`config.mk`:
```
export PLATFORM = sky130hd
export DESIGN_NAME = rpah_top
export DESIGN_NICKNAME = d
export VERILOG_FILES = /design/src/verilog/rpah_pkg.sv /design/src/verilog/rpah_top.sv
export VERILOG_INCLUDE_DIRS = /design/src /design/src/verilog
export SDC_FILE = /design/constraint.sdc
export NUM_CORES = 1
export LEC_CHECK = 0
export BUFFER_PORTS_ARGS = -buffer_cell sky130_fd_sc_hd__buf_2
export CORE_UTILIZATION = 30
export CTS_CLUSTER_SIZE = 12
export DETAILED_ROUTE_END_ITERATION = 16
export GPL_ROUTABILITY_DRIVEN = 0
export GPL_TIMING_DRIVEN = 0
export MAX_ROUTING_LAYER = met4
export SETUP_SLACK_MARGIN = 0.4
export SLEW_MARGIN = 20
export SYNTH_ARGS = -nofsm -noshare
export SYNTH_HDL_FRONTEND = slang
export SYNTH_SLANG_ARGS = --single-unit
```
`constraint.sdc`:
```
create_clock -name CLK_IN -period 3.9 [get_ports CLK_IN]
set_input_delay 0.78 -clock CLK_IN [delete_from_list [all_inputs] [get_ports CLK_IN]]
set_output_delay 0.78 -clock CLK_IN [all_outputs]
set_load 0.02 [all_outputs]
```
`src/verilog/rpah_consts.svh`:
```
// Offsets, reset values and timing counts of the reset pin and auto-halt block
`ifndef RPAH_CONSTS_SVH
`define RPAH_CONSTS_SVH
`define RPAH_CLK_HZ          100000000
`define RPAH_REG_CLR_ADDR    8'h84
`define RPAH_CLR_VALUE       8'h01
`define RPAH_HALT_MS_DEF     1020
`define RPAH_CYC_PER_MS      (`RPAH_CLK_HZ / 1000)
`define RPAH_HALT_EN_DEF     1'b1
`define RPAH_NKX             8
`define RPAH_NKY             11
`endif

```
`src/verilog/rpah_pkg.sv`:
```
// Types shared by the reset pin and auto-halt block
`default_nettype none
package rpah_pkg;
	typedef enum logic [0:0] {
		RPAH_RUN  = 1'b0,
		RPAH_HALT = 1'b1
	} rpah_state_type;
	typedef logic [7:0] rpah_byte_type;
endpackage : rpah_pkg
`default_nettype wire

```
`src/verilog/rpah_top.sv`:
```
// Reset-time pin configuration, power-on interrupt and auto-halt control
// What this block does
// [RL1] X lines: push-pull, pull-up on after reset
// [RL2] Y lines: push-pull, pull-down on after reset
// [RL3] Interrupt pin open drain, no pull, low
// [RL4] Serial clock and data open drain, unpulled
// [RL5] Power-on flag holds interrupt low
// [RL6] Writing 0x01 to 0x84 releases interrupt
// [RL7] Halt after inactivity period, default 1020 ms
// [RL8] Auto halt enabled at reset, host disables
// [RL9] Inactivity period programmable by host
// [RL10] Halt stops oscillator, state retained
// [RL11] Halted: registers still accessible, no wake
// [RL12] Key event wakes and restarts count
`include "rpah_consts.svh"
`default_nettype none
module rpah_top #(
	parameter int HALT_MS_DEFAULT = `RPAH_HALT_MS_DEF,
	parameter int CYC_PER_MS      = `RPAH_CYC_PER_MS
) (
	input  wire logic                     CLK_IN,
	input  wire logic                     NRST_IN,
	input  wire logic                     REG_WR_IN,
	input  wire rpah_pkg::rpah_byte_type  REG_ADDR_IN,
	input  wire rpah_pkg::rpah_byte_type  REG_WDATA_IN,
	input  wire logic                     KEY_EVENT_IN,
	input  wire logic                     HALT_EN_IN,
	input  wire logic [15:0]              HALT_MS_IN,
	input  wire logic                     HALT_MS_LOAD_IN,
	output logic [`RPAH_NKX-1:0]          KEYPAD_X_LINES_PULLUP_OUT,
	output logic [`RPAH_NKX-1:0]          KEYPAD_X_LINES_PUSHPULL_OUT,
	output logic [`RPAH_NKY-1:0]          KEYPAD_Y_LINES_PULLDOWN_OUT,
	output logic [`RPAH_NKY-1:0]          KEYPAD_Y_LINES_PUSHPULL_OUT,
	output logic                          HOST_INTERRUPT_OUT_N_O_OUT,
	output logic                          HOST_INTERRUPT_OUT_N_OE_OUT,
	output logic                          HOST_INTERRUPT_PULL_OUT,
	output logic                          SERIAL_PINS_OPEN_DRAIN_OUT,
	output logic                          SERIAL_PINS_PULL_OUT,
	output logic                          OSC_RUN_OUT,
	output logic                          HALTED_OUT,
	output logic                          POWER_ON_INTERRUPT_FLAG_OUT
);
	import rpah_pkg::*;

	rpah_state_type state_q;
	logic           por_flag_q;
	logic           halt_en_q;
	logic [15:0]    halt_ms_q;
	logic [31:0]    cyc_q;
	logic [15:0]    ms_q;
	logic           tick_ms;
	logic           clr_hit;

	// Pin strap configuration as the reset leaves it; nothing changes it later
	always_ff @(posedge CLK_IN) begin
		if (!NRST_IN) begin
			KEYPAD_X_LINES_PULLUP_OUT   <= '1; // see [RL1]
			KEYPAD_X_LINES_PUSHPULL_OUT <= '1; // see [RL1]
			KEYPAD_Y_LINES_PULLDOWN_OUT <= '1; // see [RL2]
			KEYPAD_Y_LINES_PUSHPULL_OUT <= '1; // see [RL2]
			HOST_INTERRUPT_PULL_OUT     <= 1'b0; // see [RL3]
			SERIAL_PINS_OPEN_DRAIN_OUT  <= 1'b1; // see [RL4]
			SERIAL_PINS_PULL_OUT        <= 1'b0; // see [RL4]
		end
	end

	// Clear strobe decode; write-only register so nothing reads back
	assign clr_hit = REG_WR_IN && (REG_ADDR_IN == `RPAH_REG_CLR_ADDR)
		&& (REG_WDATA_IN == `RPAH_CLR_VALUE); // see [RL6]

	// Power-on flag: set by reset, cleared only by the clear write
	always_ff @(posedge CLK_IN) begin
		if (!NRST_IN) begin
			por_flag_q <= 1'b1; // see [RL5]
		end else if (clr_hit) begin
			por_flag_q <= 1'b0; // see [RL6]
		end
	end

	// Open drain: only ever drives low, released means enable off
	assign HOST_INTERRUPT_OUT_N_O_OUT  = 1'b0; // see [RL3]
	assign HOST_INTERRUPT_OUT_N_OE_OUT = por_flag_q; // see [RL3] see [RL5]
	assign POWER_ON_INTERRUPT_FLAG_OUT = por_flag_q;

	// Host configuration of auto halt; sampled only on strobes
	always_ff @(posedge CLK_IN) begin
		if (!NRST_IN) begin
			halt_en_q <= `RPAH_HALT_EN_DEF; // see [RL8]
			halt_ms_q <= 16'(HALT_MS_DEFAULT); // see [RL7]
		end else if (HALT_MS_LOAD_IN) begin
			halt_en_q <= HALT_EN_IN; // see [RL8]
			halt_ms_q <= HALT_MS_IN; // see [RL9]
		end
	end

	// Millisecond enable from the system clock divider
	assign tick_ms = (cyc_q == 32'(CYC_PER_MS - 1));
	always_ff @(posedge CLK_IN) begin
		if (!NRST_IN || KEY_EVENT_IN || state_q == RPAH_HALT) begin
			cyc_q <= 32'h0000_0000; // see [RL12]
		end else if (tick_ms) begin
			cyc_q <= 32'h0000_0000;
		end else begin
			cyc_q <= cyc_q + 32'h0000_0001;
		end
	end

	// Inactivity count in ms; a key event restarts it from zero
	always_ff @(posedge CLK_IN) begin
		if (!NRST_IN || KEY_EVENT_IN) begin
			ms_q <= 16'h0000; // see [RL12]
		end else if (tick_ms && state_q == RPAH_RUN && ms_q != 16'hFFFF) begin
			ms_q <= ms_q + 16'h0001; // see [RL7]
		end
	end

	// Halt state; register writes never wake it, only key events do
	always_ff @(posedge CLK_IN) begin
		if (!NRST_IN) begin
			state_q <= RPAH_RUN;
		end else begin
			case (state_q)
				RPAH_RUN: begin
					if (!KEY_EVENT_IN && halt_en_q && ms_q >= halt_ms_q) begin
						state_q <= RPAH_HALT; // see [RL7] see [RL8]
					end
				end
				RPAH_HALT: begin
					if (KEY_EVENT_IN) begin
						state_q <= RPAH_RUN; // see [RL12]
					end
				end
				default: begin
					state_q <= RPAH_RUN;
				end
			endcase
		end
	end

	// Oscillator gate; register state is kept since logic is static
	assign OSC_RUN_OUT = (state_q == RPAH_RUN); // see [RL10] see [RL11]
	assign HALTED_OUT  = (state_q == RPAH_HALT);
endmodule : rpah_top
`default_nettype wire

```
=== Word level (Yosys, flattened, before mapping) ===
Cells that the tools add are included.

* Bits of input ports: 38
* ROM bits: 0
* Register bits after elaboration: 67
* RAM bits: 0
* Logic and storage cells: 28
* Bits in latches: 0
* Memories: 0

* Shift-type cells: 0
* Reduce and logical (&&, ||, !) cells: 11
* Muxes and demuxes: 3
* Divide/modulo/power cells: 0
* $add $sub $neg: 2
* Multipliers: 0
* Order comparisons: 1
* Bitwise gates (word level): 1
* Equal/unequal tests: 4

{| class="wikitable"
|+ Operators with widths
! kind !! count
|-
| $add A32 B1 Y32 const B || 1
|-
| $eq A32 B17 Y1 const B || 1
|-
| $add A16 B1 Y16 const B || 1
|-
| $ge A16 B16 Y1 || 1
|-
| $ne A16 B16 Y1 const B || 1
|-
| $eq A8 B1 Y1 const B || 1
|-
| $eq A8 B8 Y1 const B || 1
|-
| $logic_and A1 B1 Y1 || 6
|-
| $logic_not A1 Y1 || 2
|-
| $logic_or A1 B1 Y1 || 2
|-
| $mux W1 || 2
|-
| $pmux W1 S2 || 1
|-
| $reduce_or A2 Y1 || 1
|-
| $not A1 Y1 || 1
|}

=== Logic depth before layout (Yosys ltp) ===
Gate-level depths: netlist (run 1).

* Depth after elaboration: 5
* Depth in mapped cells: 8
* Depth with buffers taken out: 7

=== Worst setup path before layout (run 1) ===
No wires, ideal clock.

* Path kind: register to register
* Start point: register cyc_q[0]
* End point: register ms_q[11]
* Arrival: 2.401 ns
* Path slack: 1.429 ns
* Clock period less this slack: 2.471 ns
* Cell stages (with the launch flop): 8
* Cell sequence: dfxtp_1 ha_1 nand4_2 or4_4 or4_4 buf_6 or4_1 a21oi_1

* Cells in the longest elaborated chain, start to end: 3

{| class="wikitable"
|+ Ends and longest elaborated chain
! what !! line !! RTL
|-
| start, declared || rpah_top.sv:49 || <nowiki>logic [31:0] cyc_q;</nowiki>
|-
| start signal, assigned || rpah_top.sv:104 || <nowiki>cyc_q <= cyc_q + 32'h0000_0001;</nowiki>
|-
| $eq A32 B17 Y1 || rpah_top.sv:97 || <nowiki>assign tick_ms = (cyc_q == 32'(CYC_PER_MS - 1));</nowiki>
|-
| $logic_and A1 B1 Y1 (2 in series) || rpah_top.sv:112 || <nowiki>end else if (tick_ms && state_q == RPAH_RUN && ms_q != 16'hFFFF) begin</nowiki>
|-
| end signal, assigned || rpah_top.sv:113 || <nowiki>ms_q <= ms_q + 16'h0001;</nowiki>
|-
| end, declared || rpah_top.sv:50 || <nowiki>logic [15:0] ms_q;</nowiki>
|}

No other way between the ends.
A chain may end at the register's enable or synchronous reset.

=== Worst setup path in the final report (run 1) ===
Same ends and word-level chain as after synthesis.

==> flow_summary.toml, run 1 <==
[route]
wl_mm = 8.05
drcViolationCount = 0
num_vias = 3171
firstDrtPassIters = 4
ant_nets = 0
avgViaCountPerCell = 4.69
first_iter_violations = 168
wire_per_inst_um = 11.9

[global_route]
grt_overflow = 0
groute.usage.overall_pct = 13.5
first_global_vias = 2952
antenna_found_initial = 0
grt_start_max_net_pins = 13
grt_pass1_wl_mm = 13.5

[worst_setup_path]
rr_worst_depth = 8
critPathTopFamily = "simple AND/OR/NAND/NOR gates"
worstPathArrival_ns = 3.03
path_buf_inv = 2
timing.rr.start = "cyc_q[0]"
cp_cell_sequence = "ha_1 > nand4_2 > or4_4 > or4_4 > buf_6 > clkbuf_1 > o31ai_1 > a21oi_1"
critPathMaxFanout = 10
r2r_setup_slack_ns = 1.06
crit_path_frequent_cell = "or4_4"
startpoint = "cyc_q[0]"
cp_num_cells = 8
start_kind = "register"
rr_endpoint = "ms_q[11]"
crit_end = "ms_q[11]"
cp.required_ns = 4.09
critPathCaptureType = "register"
crit_type = "register to register"
cpPeakStageDelay_ns = 0.53
cp_slowest_cell = "or4_4"

[synth]
synth-edff-count = 0
yosysUniqueCellTypes = 45
synth_cells = 432
yosysTopAreaCell = "dfxtp_1"
avgSynthCellArea_um2 = 8.56
netlist_area_um2 = 3700
ys.warnings.count = 0
yosys_register_bits = 67
synth_top_area_share_pct = 36.3
synthArstFlopShare_pct = 0
yosys-top-cells-area = "dfxtp_1 (36%), buf_4 (8.7%), xor2_1 (6.4%)"
synth_seq_area_share_pct = 36.3
ys.flop_type = "dfxtp_1"

[timing]
worstMarginPinSlew_ns = 0.867
finalCritPeriodShare_pct = 72.8
fmax_ghz = 0.352
period_needed_ns = 2.84
max_slew_margin_pct = 41.7
setup_viol = 0
slew_violations = 0
rsz0062_at_grt = "no"
finalHoldViolations = 0
skew_ns = 0.0113
setup_tns_ns = 0

[job]
drv_cap = 0

[placed_design]
dp_hpwl_mm = 6.28
dpl_cell_area_um2 = 4240
io_buffers = 40

[die]
die_height_um = 113
dieArea_um2 = 12800
io_pins = 84
initial_core_util_pct = 30.8
coreArea_um2 = 12000
dieWidth_um = 113
core.rowCount = 40

[cells_and_area]
final_common_cell = "dfxtp_1"
areaGrowthSynthToFinish_pct = 23.1
drive_gt1_share_pct = 20.6
design_area_um2 = 4550
final_nets = 580
mostFrequentLayoutCells = "dfxtp_1 (67), buf_4 (43), conb_1 (42), buf_2 (41), nor2_1 (39)"
insertedDiodeCount = 0

[status]
status = "complete, no violations"

[cts]
cts_resized = 0
clk_latency_ns = 0.33
ctsHoldBuffers = 0
clkTransAtPathRegs_ns = 0.06
cts_buffers = 9
htree_levels = 3
cts_buffer_depth = 2
post_cts_buffers = 0
clock-sinks = 67
root_buffer = "clkbuf_16"
cts_tree = "built"

[power]
ir_drop_mv = 0.247
p_per_area_nw_per_um2 = 365
p_leak_uw = 0.00191

[hold_path]
hold_class = "register to register"
-- cell type report --
| cell class | count | area [um2] |
|---|---|---|
| repair buffers | 41 | 205 |
| plain buffers | 58 | 387 |
| fillers | 1234 | 7460 |
| clock buffers | 10 | 239 |
| multi-input cells | 327 | 2060 |
| inverters | 20 | 75.1 |
| flip-flops and latches | 67 | 1340 |
| well taps | 147 | 184 |
| clock inverters | 6 | 65.1 |
-- report_power, final --
group          total [uW]  switching [uW]  leakage, uW  internal, uW
Sequential            703            6.15     0.000544           697
Clock                 817             305     0.000148           512
Combinational         143            81.3      0.00122          62.0
-- flip-flops by register name, indices dropped and copies added (netlist names) --
name,count
halt_ms_q,16
HOST_INTERRUPT_OUT_N_OE_OUT,1
cyc_q,32
HALTED_OUT,1
halt_en_q,1
ms_q,16
-- per-stage QoR --
| step | power [uW] | hold WS [ns] | util (%) | cells | worst slack, ns |
|---|---|---|---|---|---|
| 4_1_cts | 1680 | 0.485 | 37.9 | 676 | 1.06 |
| 3_3_place_gp | 857 | 0.456 | 35.2 | 659 | 1.17 |
| 3_5_place_dp | 861 | 0.474 | 35.3 | 660 | 1.09 |
| 5_1_grt | 1740 | 0.514 | 37.9 | 676 | 0.931 |
| 6_report | 1660 | 0.479 | 37.9 | 676 | 1.06 |
| 2_1_floorplan | 827 | 0.436 | - | 472 | 1.43 |
-- routing by layer --
layer,global-route usage [%],share of wire [%],vias up
li1,-,-,1630
met3,3.48,5.6,11
met1,16.4,47,1439
met4,4.91,1.3,0
met2,21.8,46,91
met5,-,0,-
-- cells in the mapped netlist (all sizes together), types with 3 or more instances --
cell    number
o21a         3
nor3         6
and3         8
ha          18
nand4       20
a21o         4
nand3       29
nor2        39
a21oi       16
nand2b       4
o21ai        6
clkbuf      12
xnor2        3
mux2i       10
nor4         9
and4         4
o211ai       8
nor2b       10
inv         20
xor2        27
buf         46
dfxtp       67
o31ai        9
nand2       23
or4         11
-- cell families (layout without fill, tap and decap cells) --
| group | Yosys count | after routing | share of synthesized area, % |
|---|---|---|---|
| other | 2 | 42 | 0.203 |
| flip-flops | 67 | 67 | 36.3 |
| adder cells (fa/ha/maj) | 18 | 18 | 6.09 |
| AO/OA/AOI/OAI | 55 | 55 | 9.91 |
| AND/OR/NAND/NOR | 172 | 172 | 25.2 |
| multiplexers | 10 | 10 | 2.71 |
| XOR/XNOR | 30 | 30 | 7.10 |
| buffers and inverters | 78 | 135 | 12.5 |
-- how the worst min path moves through the flow --
| stage | start | endpoint | slack, ns | cells after the start |
|---|---|---|---|---|
| 2_1_floorplan | halt_en_q | halt_en_q | 0.44 | 2 |
| 3_3_place_gp | HOST_INTERRUPT_OUT_N_OE_OUT | HOST_INTERRUPT_OUT_N_OE_OUT | 0.46 | 2 |
| 3_5_place_dp | HOST_INTERRUPT_OUT_N_OE_OUT | HOST_INTERRUPT_OUT_N_OE_OUT | 0.47 | 2 |
| 4_1_cts | HOST_INTERRUPT_OUT_N_OE_OUT | HOST_INTERRUPT_OUT_N_OE_OUT | 0.48 | 2 |
| 5_1_grt | HOST_INTERRUPT_OUT_N_OE_OUT | HOST_INTERRUPT_OUT_N_OE_OUT | 0.51 | 2 |
| 6_report | HOST_INTERRUPT_OUT_N_OE_OUT | HOST_INTERRUPT_OUT_N_OE_OUT | 0.48 | 2 |
-- worst register-to-register path, cell delays in order (launching register included) --
cell      delay [ns]
dfxtp_1         0.43
ha_1            0.29
nand4_2         0.17
or4_4           0.54
or4_4           0.49
buf_6           0.17
clkbuf_1        0.22
o31ai_1         0.30
a21oi_1         0.09
(Power assumes the default switching activity.)
==> inputs of run 2 (changes only) <==
ABC_AREA = 1   (was unset)
clock period = 2.6 ns   (was 3.9 ns; I/O delays follow)
==> run 2 against run 1 <==
  * Clock skew shrank 0.0018 ns
  * Sequential power grew 49%
  * Power grew 58%
  * Via count grew 27%
  * Critical path depth grew 1
  * First-iteration DRC count grew 11%
  * Count of clock-buffer cells in the layout grew 2
  * Flip-flop and latch count is the same
  * Die area grew 16%
  * Sequential share of layout area shrank 3.6 points
  * Largest cell class unchanged
  * Largest power group unchanged
==> flow_summary.toml, run 2 <==
[status]
status = "complete, no violations"

[worst_setup_path]
cpPeakStageDelay_ns = 0.37
cp_cell_sequence = "ha_1 > nand3_2 > nor2_1 > nand2_1 > nor2_4 > nand3_4 > buf_8 > nand2_1 > a21oi_1"
start_kind = "register"
crit_path_frequent_cell = "nand2_1"
worstPathArrival_ns = 2.15
cp_slowest_cell = "dfxtp_1"
critPathCaptureType = "register"
critPathMaxFanout = 10
crit_type = "register to register"
cp.required_ns = 2.79

[global_route]
antenna_found_initial = 0
first_global_vias = 3598
grt_overflow = 0
groute.usage.overall_pct = 15.0
grt_start_max_net_pins = 12
grt_pass1_wl_mm = 16.9

[synth]
avgSynthCellArea_um2 = 6.60
synth-edff-count = 0
yosysTopAreaCell = "dfxtp_1"
ys.warnings.count = 0
netlist_area_um2 = 4290
synth_top_area_share_pct = 31.3
ys.flop_type = "dfxtp_1"
yosys_register_bits = 67
yosysUniqueCellTypes = 33
yosys-top-cells-area = "dfxtp_1 (31%), nand2_1 (14%), buf_4 (8.1%)"
synthMostInstantiatedCell = "nand2_1"
synth_seq_area_share_pct = 31.3
synth_commonest_cells = "nand2_1 (165), nor2_1 (81), inv_1 (68)"
synth_cells = 649
synthArstFlopShare_pct = 0

[route]
drcViolationCount = 0
avgViaCountPerCell = 4.35
ant_nets = 0
wl_mm = 10.0
first_iter_violations = 187
wire_per_inst_um = 10.8
num_vias = 4023
firstDrtPassIters = 4

[timing]
slew_violations = 0
finalCritPeriodShare_pct = 75.4
rsz0062_at_grt = "no"
setup_tns_ns = 0
finalHoldViolations = 0
setup_viol = 0
fmax_ghz = 0.510
skew_ns = 0.00950
period_needed_ns = 1.96

[cts]
post_cts_buffers = 0
clkTransAtPathRegs_ns = 0.06
cts_resized = 0
cts_tree = "built"
htree_levels = 3
cts_buffers = 9
root_buffer = "clkbuf_16"
ctsHoldBuffers = 0
clock-sinks = 67
clk_latency_ns = 0.34
cts_buffer_depth = 2

[cells_and_area]
largest_register = "cyc_q"
top_regs = "cyc_q (32), halt_ms_q (16), ms_q (16)"
largest_register_ffs = 32
areaGrowthSynthToFinish_pct = 21.1
final_cells = 925
nFillCells = 1547
final_nets = 796
insertedDiodeCount = 0
final_common_cell = "nand2_1"
mostFrequentLayoutCells = "nand2_1 (165), nor2_1 (81), inv_1 (68), dfxtp_1 (67), a21oi_1 (60)"
drive_gt1_share_pct = 16.1

[job]
drv_cap = 0

[die]
initial_core_util_pct = 30.9
core.rowCount = 43
coreArea_um2 = 13900
dieWidth_um = 122
die_height_um = 122
io_pins = 84
dieArea_um2 = 14800

[placed_design]
io_buffers = 40
place_inst = 909
dp_hpwl_mm = 7.80

[hold_path]
hold_class = "input port to register"

[power]
p_per_area_nw_per_um2 = 505
p_leak_uw = 0.00209
ir_drop_mv = 0.291
## run 2: cell types whose count changed after synthesis, sizes merged, moves of 11 or more
cell,previous run,this run
nand2,23,166
o21ai,6,24
nor2,39,86
or4,11,0
nor3,6,17
a21oi,16,60
xor2,27,8
inv,20,69
## run 2: layout make-up
type                            instances  area, um2  area share (%)
Clock buffer                           12        256            4.94
Buffer                                 54        388            7.47
Sequential cell                        67       1340            25.8
Multi-Input combinational cell        496       2430            46.9
Inverter                               72        272            5.23
Timing Repair Buffer                   40        200            3.86
Tap cell                              180        225            4.34
Clock inverter                          4       72.6            1.40
## run 2: critical path, delay by kind of cell, from the launching register on
family | cells | cell delay [ns]
compound gates | 1 | 0.06
flops | 1 | 0.37
simple gates | 6 | 0.87
buf+inv | 1 | 0.19
fa+ha+maj | 1 | 0.31
## run 2: kinds of logic after synthesis
group                    count (synthesis)  synth area share [%]
flip-flops                              67                  31.3
other                                    2                 0.175
AND/OR/NAND/NOR                        338                  35.2
XOR/XNOR                                13                  2.66
buffers and inverters                  126                  15.4
adder cells (fa/ha/maj)                 18                  5.26
AO/OA/AOI/OAI                           85                  9.99
## run 2: where the power goes
part | switching, uW | total, uW | leakage [uW] | internal (uW)
combinational | 125 | 213 | 0.00139 | 88.5
sequential | 5.83 | 1050 | 0.000544 | 1050
clock | 466 | 1360 | 0.000159 | 891
total | 596 | 2620 | 0.00209 | 2030
## run 2: routing by layer
metal	global-route usage, %	part of all wire (%)
met5	-	0
met4	4.32	1.6
met3	3.24	3.7
met2	24.7	46
met1	18.4	49
## run 2: metrics by stage
stage / cell area [um2] / util (%) / setup WS, ns / hold WS, ns / power (uW)
finish: 5190 / 37.4 / 0.640 / 0.398 / 2620
global route: 5190 / 37.4 / 0.434 / 0.397 / 2730
CTS: 5190 / 37.4 / 0.625 / 0.392 / 2650
detailed placement: 4860 / 35.0 / 0.642 / 0.449 / 1290
global placement: 4860 / 35.0 / 0.635 / 0.442 / 1290
floorplan: 4440 / - / 1.01 / 0.429 / 1240
## run 2: worst paths after layout
check / start / end / slack, ns / cells after the start
worst max register to register: cyc_q[0] / ms_q[2] / 0.64 / 9
worst min-delay path: HALT_MS_IN[2] / halt_ms_q[2] / 0.40 / 3
worst max-delay path: cyc_q[0] / ms_q[2] / 0.64 / 9
worst min register to register: cyc_q[0] / cyc_q[0] / 0.46 / 1
